--- src/rtl/vme_irq_regs.svh ---
`ifndef VME_IRQ_REGS_SVH
`define VME_IRQ_REGS_SVH

// Register byte offsets on the local register port.
`define VME_IRQ_ENABLE_OFS      12'h310
`define VME_IRQ_STATUS_OFS      12'h314
`define VME_LEVEL_MAP_LOCAL_OFS 12'h318
`define VME_LEVEL_MAP_MISC_OFS  12'h31C
`define VME_LEVEL_MAP_MBOX_OFS  12'h340
`define LOCAL_IRQ_MASK_OFS      12'h344

// Implemented bits of the enable, status and local mask registers.
`define IRQ_VALID_MASK          32'hFE0F17FF
`define IRQ_SOFT_EDGE_MASK      32'hFE001000
`define MAP_LOCAL_VALID_MASK    32'h77777777
`define MAP_MISC_VALID_MASK     32'h00070777
`define MAP_MBOX_VALID_MASK     32'h00007777

// Field positions.
`define SOFT_LEVEL1_POS         25
`define SOFT_LEVEL7_POS         31
`define MBOX_LO_POS             16
`define MBOX_HI_POS             19
`define GENERAL_SOFT_POS        12
`define VME_ERR_POS             10
`define PCI_ERR_POS             9
`define DMA_POS                 8
`define MAP_GENERAL_SOFT_LO     16
`define MAP_VME_ERR_LO          8
`define MAP_PCI_ERR_LO          4
`define MAP_DMA_LO              0
`define MAP_FIELD_STRIDE        4

// Reset values.
`define WORD_RESET              32'h00000000
`define GENERAL_SOFT_AUTO_LEVEL 3'h2
`define LEVEL_CODE_MASKED       3'h0

// Cycles the strap input is left to settle through the pin synchroniser.
`define STRAP_SETTLE_CYCLES     3'h4

`endif

--- src/rtl/vme_irq_pkg.sv ---
package vme_irq_pkg;

    typedef logic [31:0] word_t;
    typedef logic [11:0] addr_t;
    typedef logic [2:0]  level_code_t;
    typedef logic [7:1]  level_vec_t;

    typedef enum logic [2:0] {
        ST_SETTLE = 3'b001,
        ST_LOAD   = 3'b010,
        ST_RUN    = 3'b100
    } init_state_e;

endpackage : vme_irq_pkg

--- src/rtl/pin_sync.sv ---
module pin_sync #(
    parameter int WIDTH = 9
) (
    input  wire logic             sys_clk_in,
    input  wire logic             resetn_in,
    input  wire logic [WIDTH-1:0] pin_in,
    output logic      [WIDTH-1:0] level_out,
    output logic      [WIDTH-1:0] rise_out
);

    logic [WIDTH-1:0] meta_ff;
    logic [WIDTH-1:0] sync2_ff;
    logic [WIDTH-1:0] sync3_ff;
    logic [WIDTH-1:0] level_ff;
    logic [WIDTH-1:0] rise_ff;
    wire  [WIDTH-1:0] agree_w;
    wire  [WIDTH-1:0] nxt_level;
    wire  [WIDTH-1:0] nxt_rise;

    // A change is accepted only once the second and third stages agree.
    assign agree_w   = ~(sync2_ff ^ sync3_ff);
    assign nxt_level = (agree_w & sync3_ff) | (~agree_w & level_ff);
    assign nxt_rise  = nxt_level & ~level_ff;

    always_ff @(posedge sys_clk_in or negedge resetn_in) begin
        if (!resetn_in) begin
            meta_ff  <= '0;
            sync2_ff <= '0;
            sync3_ff <= '0;
            level_ff <= '0;
            rise_ff  <= '0;
        end else begin
            meta_ff  <= pin_in;
            sync2_ff <= meta_ff;
            sync3_ff <= sync2_ff;
            level_ff <= nxt_level;
            rise_ff  <= nxt_rise;
        end
    end

    assign level_out = level_ff;
    assign rise_out  = rise_ff;

endmodule : pin_sync

--- src/rtl/vme_irq_enable_status.sv ---
// Summary of operation
// - Enable bit of soft level 7..1 going zero to one raises that VME level.
// - Clearing a soft level enable masks it; its status bit stays.
// - General soft enable going zero to one asserts the general soft request.
// - Clearing the general soft enable masks it and drops its VME line.
// - That clear leaves the general soft status set until software clears it.
// - Auto-config strap sets the general soft enable after reset.
// - VME bus error enable forwards the error source when one, blocks when zero.
// - PCI bus error enable forwards the error source when one, blocks when zero.
// - DMA enable forwards DMA completion when one, blocks when zero.
// - Mailbox and local PCI input enables pass or mask their sources.
// - All other enable bits are not implemented: writes to them are dropped and they read zero.
// - Status bits read one while active; cleared only by writing one.
// - Three-bit level code routes a source; 001 is level one, 000 masks.
// - Auto-config strap resets the general soft level code to 010.
`include "vme_irq_regs.svh"

module vme_irq_enable_status (
    input  wire logic                sys_clk_in,
    input  wire logic                resetn_in,
    input  wire vme_irq_pkg::addr_t  addr_in,
    input  wire vme_irq_pkg::word_t  wdata_in,
    input  wire logic                wr_in,
    input  wire logic                rd_in,
    output vme_irq_pkg::word_t       rdata_out,
    input  wire logic [3:0]          mailbox_event_in,
    input  wire logic                vme_bus_error_in,
    input  wire logic                pci_bus_error_in,
    input  wire logic                dma_done_in,
    input  wire logic [7:0]          local_pci_irq_inputs_in,
    input  wire logic                auto_config_powerup_option_in,
    output vme_irq_pkg::level_vec_t  vme_irq_req_out,
    output logic                     irq_out
);

    import vme_irq_pkg::*;

    // Level code to one-hot request lines; code zero has no line.
    function automatic level_vec_t level_decode(input level_code_t code,
                                                input logic        active);
        level_vec_t vec;
        vec = '0;
        for (int k = 1; k <= 7; k++) begin
            if (active && code == level_code_t'(k)) begin
                vec[k] = 1'b1;
            end
        end
        return vec;
    endfunction : level_decode

    // Address decode shared by the read and write paths.
    function automatic logic hit(input addr_t addr, input addr_t ofs);
        return addr == ofs;
    endfunction : hit

    init_state_e state_ff;
    init_state_e nxt_state;
    logic [2:0]  settle_ff;
    logic [2:0]  nxt_settle;
    word_t       enable_ff;
    word_t       status_ff;
    word_t       map_local_ff;
    word_t       map_misc_ff;
    word_t       map_mbox_ff;
    word_t       local_mask_ff;
    word_t       rdata_ff;
    level_vec_t  req_ff;
    logic        irq_ff;

    word_t       nxt_enable;
    word_t       nxt_status;
    word_t       nxt_map_local;
    word_t       nxt_map_misc;
    word_t       nxt_map_mbox;
    word_t       nxt_local_mask;
    word_t       nxt_rdata;
    level_vec_t  nxt_req;
    logic        nxt_irq;

    wire  [8:0]  pin_level_w;
    wire  [8:0]  pin_rise_w;
    wire         strap_w;
    wire         load_w;
    wire         wr_enable_w;
    wire         wr_status_w;
    wire         wr_map_local_w;
    wire         wr_map_misc_w;
    wire         wr_map_mbox_w;
    wire         wr_local_mask_w;
    word_t       soft_edge_w;
    word_t       hw_event_w;
    word_t       set_w;
    word_t       clear_w;
    word_t       active_w;
    word_t       enable_wr_val_w;
    word_t       map_misc_wr_val_w;
    word_t       strap_set_w;
    word_t       rd_sel_w;
    level_code_t code_w [32];
    level_vec_t  contrib_w [32];

    // The local PCI inputs and the strap come from pins.
    pin_sync #(
        .WIDTH (9)
    ) u_pin_sync (
        .sys_clk_in (sys_clk_in),
        .resetn_in  (resetn_in),
        .pin_in     ({auto_config_powerup_option_in, local_pci_irq_inputs_in}),
        .level_out  (pin_level_w),
        .rise_out   (pin_rise_w)
    );

    assign strap_w = pin_level_w[8];

    // The strap is caught only after it has passed the synchroniser, since an
    // asynchronous reset may not load a pin value.
    assign nxt_settle = (state_ff == ST_SETTLE) ? settle_ff + 3'h1 : settle_ff;
    always_comb begin
        case (state_ff)
            ST_SETTLE: nxt_state = (settle_ff == `STRAP_SETTLE_CYCLES) ? ST_LOAD : ST_SETTLE;
            ST_LOAD:   nxt_state = ST_RUN;
            ST_RUN:    nxt_state = ST_RUN;
            default:   nxt_state = ST_SETTLE;
        endcase
    end
    assign load_w = (state_ff == ST_LOAD);

    assign wr_enable_w     = wr_in && hit(addr_in, `VME_IRQ_ENABLE_OFS);
    assign wr_status_w     = wr_in && hit(addr_in, `VME_IRQ_STATUS_OFS);
    assign wr_map_local_w  = wr_in && hit(addr_in, `VME_LEVEL_MAP_LOCAL_OFS);
    assign wr_map_misc_w   = wr_in && hit(addr_in, `VME_LEVEL_MAP_MISC_OFS);
    assign wr_map_mbox_w   = wr_in && hit(addr_in, `VME_LEVEL_MAP_MBOX_OFS);
    assign wr_local_mask_w = wr_in && hit(addr_in, `LOCAL_IRQ_MASK_OFS);

    // Software interrupts fire on a zero-to-one write of their enable bit.
    assign soft_edge_w = wr_enable_w ? (wdata_in & ~enable_ff & `IRQ_SOFT_EDGE_MASK)
                                     : `WORD_RESET;

    assign hw_event_w = {12'h000, mailbox_event_in, 5'h00, vme_bus_error_in,
                         pci_bus_error_in, dma_done_in, pin_rise_w[7:0]};

    assign set_w   = (soft_edge_w | hw_event_w) & `IRQ_VALID_MASK;
    assign clear_w = wr_status_w ? wdata_in : `WORD_RESET;

    // A set in the same cycle as a clear wins, so no event is lost.
    assign nxt_status = (status_ff & ~clear_w) | set_w | strap_set_w;

    // The strap is ORed in rather than selected, so that a write or an event that
    // falls in the load cycle is not lost.
    assign strap_set_w = word_t'(load_w && strap_w) << `GENERAL_SOFT_POS;

    assign enable_wr_val_w = wr_enable_w ? (wdata_in & `IRQ_VALID_MASK)
                                         : enable_ff;
    assign nxt_enable = enable_wr_val_w | strap_set_w;

    assign nxt_map_local = wr_map_local_w ? (wdata_in & `MAP_LOCAL_VALID_MASK) : map_local_ff;
    assign map_misc_wr_val_w = wr_map_misc_w ? (wdata_in & `MAP_MISC_VALID_MASK)
                                             : map_misc_ff;
    assign nxt_map_misc = (load_w && strap_w)
                        ? (map_misc_wr_val_w | (word_t'(`GENERAL_SOFT_AUTO_LEVEL)
                                                << `MAP_GENERAL_SOFT_LO))
                        : map_misc_wr_val_w;
    assign nxt_map_mbox   = wr_map_mbox_w ? (wdata_in & `MAP_MBOX_VALID_MASK) : map_mbox_ff;
    assign nxt_local_mask = wr_local_mask_w ? (wdata_in & `IRQ_VALID_MASK) : local_mask_ff;

    // A source drives its line only while both its status and enable are set.
    assign active_w = status_ff & enable_ff & `IRQ_VALID_MASK;

    genvar gi;
    generate
        for (gi = 0; gi < 32; gi++) begin : g_route
            if (gi >= `SOFT_LEVEL1_POS) begin : g_soft
                assign code_w[gi] = level_code_t'(gi - `SOFT_LEVEL1_POS + 1);
            end else if (gi >= `MBOX_LO_POS && gi <= `MBOX_HI_POS) begin : g_mbox
                assign code_w[gi] = map_mbox_ff[(gi - `MBOX_LO_POS) * `MAP_FIELD_STRIDE +: 3];
            end else if (gi == `GENERAL_SOFT_POS) begin : g_gen
                assign code_w[gi] = map_misc_ff[`MAP_GENERAL_SOFT_LO +: 3];
            end else if (gi == `VME_ERR_POS) begin : g_vme_bus_error_irq
                assign code_w[gi] = map_misc_ff[`MAP_VME_ERR_LO +: 3];
            end else if (gi == `PCI_ERR_POS) begin : g_pci_bus_error_irq
                assign code_w[gi] = map_misc_ff[`MAP_PCI_ERR_LO +: 3];
            end else if (gi == `DMA_POS) begin : g_dma
                assign code_w[gi] = map_misc_ff[`MAP_DMA_LO +: 3];
            end else if (gi < `DMA_POS) begin : g_local
                assign code_w[gi] = map_local_ff[gi * `MAP_FIELD_STRIDE +: 3];
            end else begin : g_none
                assign code_w[gi] = `LEVEL_CODE_MASKED;
            end
            assign contrib_w[gi] = level_decode(code_w[gi], active_w[gi]);
        end
    endgenerate

    always_comb begin
        nxt_req = '0;
        for (int i = 0; i < 32; i++) begin
            nxt_req = nxt_req | contrib_w[i];
        end
    end

    assign nxt_irq = |(status_ff & local_mask_ff);

    // Unmapped reads return zero; the data stand only in the cycle after the strobe.
    assign rd_sel_w =
        hit(addr_in, `VME_IRQ_ENABLE_OFS)      ? enable_ff     :
        hit(addr_in, `VME_IRQ_STATUS_OFS)      ? status_ff     :
        hit(addr_in, `VME_LEVEL_MAP_LOCAL_OFS) ? map_local_ff  :
        hit(addr_in, `VME_LEVEL_MAP_MISC_OFS)  ? map_misc_ff   :
        hit(addr_in, `VME_LEVEL_MAP_MBOX_OFS)  ? map_mbox_ff   :
        hit(addr_in, `LOCAL_IRQ_MASK_OFS)      ? local_mask_ff :
                                                 `WORD_RESET;
    assign nxt_rdata = rd_in ? rd_sel_w : `WORD_RESET;

    always_ff @(posedge sys_clk_in or negedge resetn_in) begin
        if (!resetn_in) begin
            state_ff  <= ST_SETTLE;
            settle_ff <= 3'h0;
        end else begin
            state_ff  <= nxt_state;
            settle_ff <= nxt_settle;
        end
    end

    always_ff @(posedge sys_clk_in or negedge resetn_in) begin
        if (!resetn_in) begin
            enable_ff     <= `WORD_RESET;
            status_ff     <= `WORD_RESET;
            map_local_ff  <= `WORD_RESET;
            map_misc_ff   <= `WORD_RESET;
            map_mbox_ff   <= `WORD_RESET;
            local_mask_ff <= `WORD_RESET;
        end else begin
            enable_ff     <= nxt_enable;
            status_ff     <= nxt_status;
            map_local_ff  <= nxt_map_local;
            map_misc_ff   <= nxt_map_misc;
            map_mbox_ff   <= nxt_map_mbox;
            local_mask_ff <= nxt_local_mask;
        end
    end

    always_ff @(posedge sys_clk_in or negedge resetn_in) begin
        if (!resetn_in) begin
            rdata_ff <= `WORD_RESET;
            req_ff   <= '0;
            irq_ff   <= 1'b0;
        end else begin
            rdata_ff <= nxt_rdata;
            req_ff   <= nxt_req;
            irq_ff   <= nxt_irq;
        end
    end

    assign rdata_out       = rdata_ff;
    assign vme_irq_req_out = req_ff;
    assign irq_out         = irq_ff;

endmodule : vme_irq_enable_status

--- config.mk ---
export PLATFORM = sky130hd
export DESIGN_NAME = vme_irq_enable_status
export DESIGN_NICKNAME = d
export VERILOG_FILES = /design/src/rtl/vme_irq_pkg.sv /design/src/rtl/pin_sync.sv /design/src/rtl/vme_irq_enable_status.sv
export VERILOG_INCLUDE_DIRS = /design/src /design/src/rtl
export SDC_FILE = /design/constraint.sdc
export NUM_CORES = 1
export LEC_CHECK = 0
export ABC_AREA = 1
export BUFFER_PORTS_ARGS = -buffer_cell sky130_fd_sc_hd__buf_2
export CAP_MARGIN = 15
export CORE_AREA = 2 2 192 156
export DETAILED_ROUTE_END_ITERATION = 7
export DIE_AREA = 0 0 194 158
export SYNTH_ARGS = -nofsm -noshare
export SYNTH_HDL_FRONTEND = slang
export SYNTH_SLANG_ARGS = --single-unit
--- constraint.sdc ---
create_clock -name sys_clk_in -period 1.6 [get_ports sys_clk_in]
set_clock_uncertainty 0.1 [all_clocks]
set_input_delay 0.08 -clock sys_clk_in [delete_from_list [all_inputs] [get_ports sys_clk_in]]
set_output_delay 0.08 -clock sys_clk_in [all_outputs]
set_load 0.1 [all_outputs]
; ---- Word-level counts from Yosys, hierarchy flattened
; Cells that the tools add are included.
[totals]
ff_bits = 245
output_inout_bits = 40
inputBits = 64
[op_classes]
mux = 133
n_addsub = 1
n_reduce_logical = 122
bitwise = 40
eq_ne = 122
[op_table]
columns = op, count
row1 = $mux W32, 11
row2 = $eq A3 B3 Y1 const B, 66
row3 = $and A32 B32 Y32, 4
row4 = $logic_and A1 B1 Y1, 119
row5 = $mux W1, 119
row6 = $or A7 B7 Y7, 16
row7 = $eq A3 B2 Y1 const B, 33
row8 = $eq A12 B10 Y1 const B, 6
row9 = $not A32 Y32, 2
row10 = $or A32 B13 Y32, 2
row11 = $eq A3 B1 Y1 const B, 17
row12 = $or A32 B20 Y32, 1
row13 = $or A32 B32 Y32, 1
row14 = $reduce_or A32 Y1, 1
row15 = $and A9 B9 Y9, 2
row16 = $mux W18, 1
row17 = $not A9 Y9, 2
row18 = $or A9 B9 Y9, 1
row19 = $xor A9 B9 Y9, 1
row20 = $and A8 B8 Y8, 1
row21 = $not A8 Y8, 1
row22 = $or A7 B1 Y7, 1
row23 = $or A7 B2 Y7, 1
row24 = $or A7 B3 Y7, 1
row25 = other kinds (8), 8

; ---- Logic depth before layout (Yosys ltp)
[logic_depth]
depth_word = 25
ltp_mapped = 12
mapped_depth_nobuf = 10

; ---- Hierarchy
; From an unflattened synthesis, not the netlist that was laid out.
[hier_totals]
hier_cells = 1213
hier_area_um2 = 9972.1
[modules_own_cells]
columns = mod, instances, cells_each, seq_area_each_um2, area_each_um2
row1 = vme_irq_enable_status, 1, 1114, 4305.4, 8605.8
row2 = pin_sync, 1, 99, 1126.1, 1366.3

; ---- Worst setup path after synthesis
; Ideal clock, no wire load.
[synth_timing]
kind = input to register
start = input addr_in[11]
end = register map_local_ff[29]
stages = 11
path_buffers = 3
arrival_time_ns = 1.112
setup_slack_ns = 0.265
setup_time_ns = 0.122
path_cell_list = nor2_1 nand2_1 nor2_4 buf_6 nand2_4 clkinv_4 nand2_2 buf_6 buf_6 nand2_1 o21ai_1
[synth_between]
elab_chain_cells = 2
[synth_rtl]
columns = item, line
row1 = from (decl), vme_irq_enable_status.sv:21  ; input wire vme_irq_pkg::addr_t addr_in,
row2 = $eq A12 B10 Y1, vme_irq_enable_status.sv:53  ; return addr == ofs;
row3 = $logic_and A1 B1 Y1, vme_irq_enable_status.sv:130  ; assign wr_map_local_w = wr_in && hit(addr_in, `VME_LEVEL_MAP_LOCAL_OFS);
row4 = to (signal assigned), vme_irq_enable_status.sv:227  ; map_local_ff <= `WORD_RESET;
row5 = to (signal assigned), vme_irq_enable_status.sv:234  ; map_local_ff <= nxt_map_local;
row6 = to (decl), vme_irq_enable_status.sv:62  ; word_t map_local_ff;
; Every way passes these cells.
; A chain may end at the register's enable or synchronous reset.

; ---- Final worst setup path
[layout_timing]
start = register enable_ff[18]
end = register req_ff[3] (netlist: vme_irq_req_out[3])
[layout_between]
elab_chain_cells = 12
[layout_rtl]
columns = item, line
row1 = from (decl), vme_irq_enable_status.sv:60  ; word_t enable_ff;
row2 = from (signal assigned), vme_irq_enable_status.sv:225  ; enable_ff <= `WORD_RESET;
row3 = from (signal assigned), vme_irq_enable_status.sv:232  ; enable_ff <= nxt_enable;
row4 = $and A32 B32 Y32, vme_irq_enable_status.sv:167  ; assign active_w = status_ff & enable_ff & `IRQ_VALID_MASK;
row5 = $logic_and A1 B1 Y1, vme_irq_enable_status.sv:44  ; if (active && code == level_code_t'(k)) begin
row6 = $mux W1, vme_irq_enable_status.sv:44
row7 = $or A7 B7 Y7 (2 in series), vme_irq_enable_status.sv:196  ; nxt_req = nxt_req | contrib_w[i];
row8 = $or A7 B1 Y7, vme_irq_enable_status.sv:196
row9 = $or A7 B2 Y7, vme_irq_enable_status.sv:196
row10 = $or A7 B3 Y7, vme_irq_enable_status.sv:196
row11 = $or A7 B4 Y7, vme_irq_enable_status.sv:196
row12 = $or A7 B5 Y7, vme_irq_enable_status.sv:196
row13 = $or A7 B6 Y7, vme_irq_enable_status.sv:196
row14 = $or A7 B7 Y7, vme_irq_enable_status.sv:196
row15 = net nxt_req[3], vme_irq_enable_status.sv:77  ; level_vec_t nxt_req;
row16 = to (signal assigned), vme_irq_enable_status.sv:248  ; req_ff <= nxt_req;
row17 = to (decl), vme_irq_enable_status.sv:67  ; level_vec_t req_ff;
; The timed path passes the listed nets, and every way through them passes these cells.

==> results by group <==
Logic synthesis
  – Avg Synthesized Cell Area: 8.32 um2
  – Number of register bits inferred by synthesis: 216
  – Synth area leaders: dfrtp_1, nand2_1, o21ai_0, inv_1, nand3_1
  – Synthesized Nets: between 1000 and 1500
  – Yosys Warn Count: 0
  – Combined area of all synthesized cells: 9900 um2
  – Sequential fraction of the synthesis area: roughly 55%
  – Number of synthesized flops with an enable pin: 0
  – Portion of synthesized cell area occupied by the leading cell type: 54.3%
  – Synthesized instance count: 1190
  – Cell types with the highest counts after synthesis: nand2_1, dfrtp_1, inv_1
  – Main flop type after synthesis: dfrtp_1
  – Cell with the most instances after synthesis: nand2_1
  – Synth unique cells: 48
  – Share of synthesized flip-flops with an asynchronous set or reset: 100%
  – Cell type contributing the most total cell area after synthesis: dfrtp_1

STA
  – Slew of the pin with the lowest slew margin: 0.501 ns
  – Final setup violation count: 0
  – Pins Over Slew Limit: 0
  – Fmax: ~650 MHz
  – Smallest setup slack after layout: 0.0641 ns
  – Hold Violations, Final: 0
  – Shortest period the worst path allows: around 1.5 ns
  – Final worst-path cycle share: 96.0%
  – Slew margin rel.: 66.8%

Clocking
  – Number of levels in the clock H-tree: 1
  – Root cell of the clock tree: clkbuf_16
  – CTS tree: yes
  – Total CTS buffers: 24
  – Clock insertion delay at the later pin of the skew report: between 0.5 and 0.6 ns
  – Largest buffer count on any clock path: 3
  – # clock sinks: 216
  – Clock slew seen by the registers of the worst setup and hold paths: 0.06 ns

Setup path
  – Worst reg2reg endpoint: vme_irq_req_out[3]$_DFF_PN0_
  – Worst endpoint required time: around 1.9 ns
  – Worst setup SP type: flip-flop
  – WS Path Type: flip-flop to flip-flop
  – Category of the worst setup path capture point: flip-flop
  – Startpoint of the worst setup timing path: enable_ff[18]$_DFFE_PN0P_
  – RR Startpoint: enable_ff[18]$_DFFE_PN0P_
  – Highest fanout seen on the critical path: 4
  – Reg2Reg Depth: 6
  – Worst-case register-to-register setup slack: 0.06 ns
  – Critical path data arrival time: 1.83 ns

Global routing
  – Total routing usage reported by global routing: 20.7%
  – Antenna violations before repair: 0
  – Number of global-route vias before repair: 8650
  – Grt ovf: 0
  – Pin count of the biggest net entering global routing: 49
  – First-pass GRT wire length: 49.5 mm

Routing
  – Top layer used by detailed routing: met4
  – Via count of the routed design: 8889
  – Final wirelength: approximately 31 mm
  – Via density per instance: 4.93
  – Number of optimization iterations in the first detailed-route pass: 7
  – Number of routed nets with antenna violations: 0
  – DRC marker count from the first detailed-route iteration: 738
  – Routed length on met3: 2.06 mm
  – Routed met2 length: 13.2 mm
  – Detailed-route wire length per cell: 17.3 um
  – Number of remaining DRC errors: 0
  – WL met1: 15.3 mm

Placed design
  – Dpl ws: -0.00797 ns
  – Final Wtd Congestion: 0.924
  – Post-DP HPWL: 22.6 mm
  – Number of port buffers: 103

Floorplanning
  – Width of the chip: around 190 um
  – Initial Utilization: about 34%
  – Standard-cell rows: 56
  – Core footprint: 28900 um2
  – Top-level port count: 104
  – Die Area: 30700 um2
  – Chip height: 158 um

Power
  – Cell Pwr Density: 927 nW/um2
  – LEAKAGE: between 6 and 7 nW
  – Maximum vdd ir drop: 667 uV

Layout
  – Filler cell count in the final layout: 2840
  – Number of diodes: 0
  – NumNets Final: 1476
  – Sequential cell area: between 5000 and 6000 um2
  – Area taken by multi-input logic gates: 3760 um2
  – Fraction of layout instances using a drive strength above 1: around 18%
  – Post-layout util: 44.9%
  – Layout overhead on the synthesized area: 30.9%

Run
  – Max-cap violations: 0

Run status
  – Result of the run: finished clean

Min path
  – Depth of the worst hold-timing path: 8
  – Class of the tightest hold or removal check: input pin to flip-flop
  – Hold EP: rdata_out[25]$_DFF_PN0_
  – Launch instance of the worst min-delay path: addr_in[4]
==> timing repair <==
item / 4_1_cts / 5_1_grt
setup buffers: 0 / 1
hold endpoints to repair: 380 / 0
resized for setup: 1 / 26
pin swaps: 0 / 7
setup endpoints to repair: 1 / 70
hold buffers: 66 / 0
==> report_power, final <==
part           switching, mW  internal [mW]  total, mW  leakage, nW
registers             0.0469           5.55       5.60         2.81
logic                  0.355          0.245      0.600         3.01
clock network           2.29           3.53       5.82        0.409
total                   2.69           9.32       12.0         6.22
==> cell usage in the layout (no fill, tap or decap), drive strengths merged, types with 2 or more instances in the layout <==
cell,count
a211oi,5
o2111ai,2
bufinv,3
o31ai,7
ha,2
clkinv,7
or2,4
and2,2
clkbuf,34
dlygate4sd3,66
nand2,314
a21oi,41
o221ai,2
a22o,3
dfrtp,215
nor3,12
nor4,2
a22oi,2
inv,151
nor2,85
buf,172
nand4,27
o211ai,6
maj3,8
nand3,75
o21ai,155
o22ai,13
nor2b,2
==> routing by layer <==
layer	vias up	track usage, %
li1	4323	-
met1	4205	31.0
met2	314	31.0
met3	47	3.54
met4	0	5.12
met5	-	0
==> worst max-delay path, cell delays in order (launching register included) <==
cell     delay [ns]
dfrtp_1        0.39
nand2_1        0.11
nor2_1         0.11
a22oi_1        0.29
nand4_1        0.16
nor2_1         0.17
nand2_1        0.07
==> through the flow <==
step                      instance area [um2]  std cells  power (mW)  hold WS (ns)   TNS, ns
final                                   13000       1804        12.0        0.0451         0
after detailed placement                11400       1694        6.19       -0.0778  -0.00797
after global routing                    13000       1804        12.5        0.0624   -0.0181
after CTS                               12900       1803        12.1      0.000518         0
after global placement                  11400       1694        6.19       -0.0791  -0.00822
after floorplan                          9900       1190        5.85        -0.316         0
==> cells by family after synthesis <==
group / Yosys count / synth area share (%)
AND/OR/NAND/NOR: 525 / 22.6
AO/OA/AOI/OAI: 240 / 13.3
flip-flops: 216 / 54.6
buffers and inverters: 197 / 8.24
adder cells (fa/ha/maj): 10 / 1.06
XOR/XNOR: 2 / 0.177
==> final cells by class <==
cell class	instances	area share [%]
Sequential cell	216	41.7
Inverter	153	4.48
Clock buffer	34	5.38
Multi-Input combinational cell	777	29.0
Clock inverter	9	1.06
Timing Repair Buffer	238	14.7
Tap cell	377	3.64
==> registers in the layout, summed over array words and instances, names as in the netlist, named ones only <==
| name | cells |
|---|---|
| enable_ff | 23 |
| irq_out | 1 |
| local_mask_ff | 23 |
| map_local_ff | 24 |
| map_mbox_ff | 12 |
| map_misc_ff | 12 |
| rdata_out | 32 |
| settle_ff | 3 |
| state_ff | 3 |
| status_ff | 32 |
| u_pin_sync.level_out | 8 |
| u_pin_sync.meta_ff | 9 |
| u_pin_sync.rise_out | 8 |
| u_pin_sync.sync2_ff | 9 |
| u_pin_sync.sync3_ff | 9 |
| vme_irq_req_out | 7 |
==> worst max-delay path by stage <==
stage	depth (start not counted)	end	slack, ns
2_1_floorplan	11	map_local_ff[29]$_DFFE_PN0P_	0.27
3_3_place_gp	9	rdata_out[7]$_DFF_PN0_	-0.008
3_5_place_dp	10	map_mbox_ff[10]$_DFFE_PN0P_	-0.008
4_1_cts	10	map_mbox_ff[9]$_DFFE_PN0P_	0.002
5_1_grt	6	vme_irq_req_out[1]$_DFF_PN0_	-0.02
6_report	6	vme_irq_req_out[3]$_DFF_PN0_	0.06
Power figures use the tool's default switching activity.
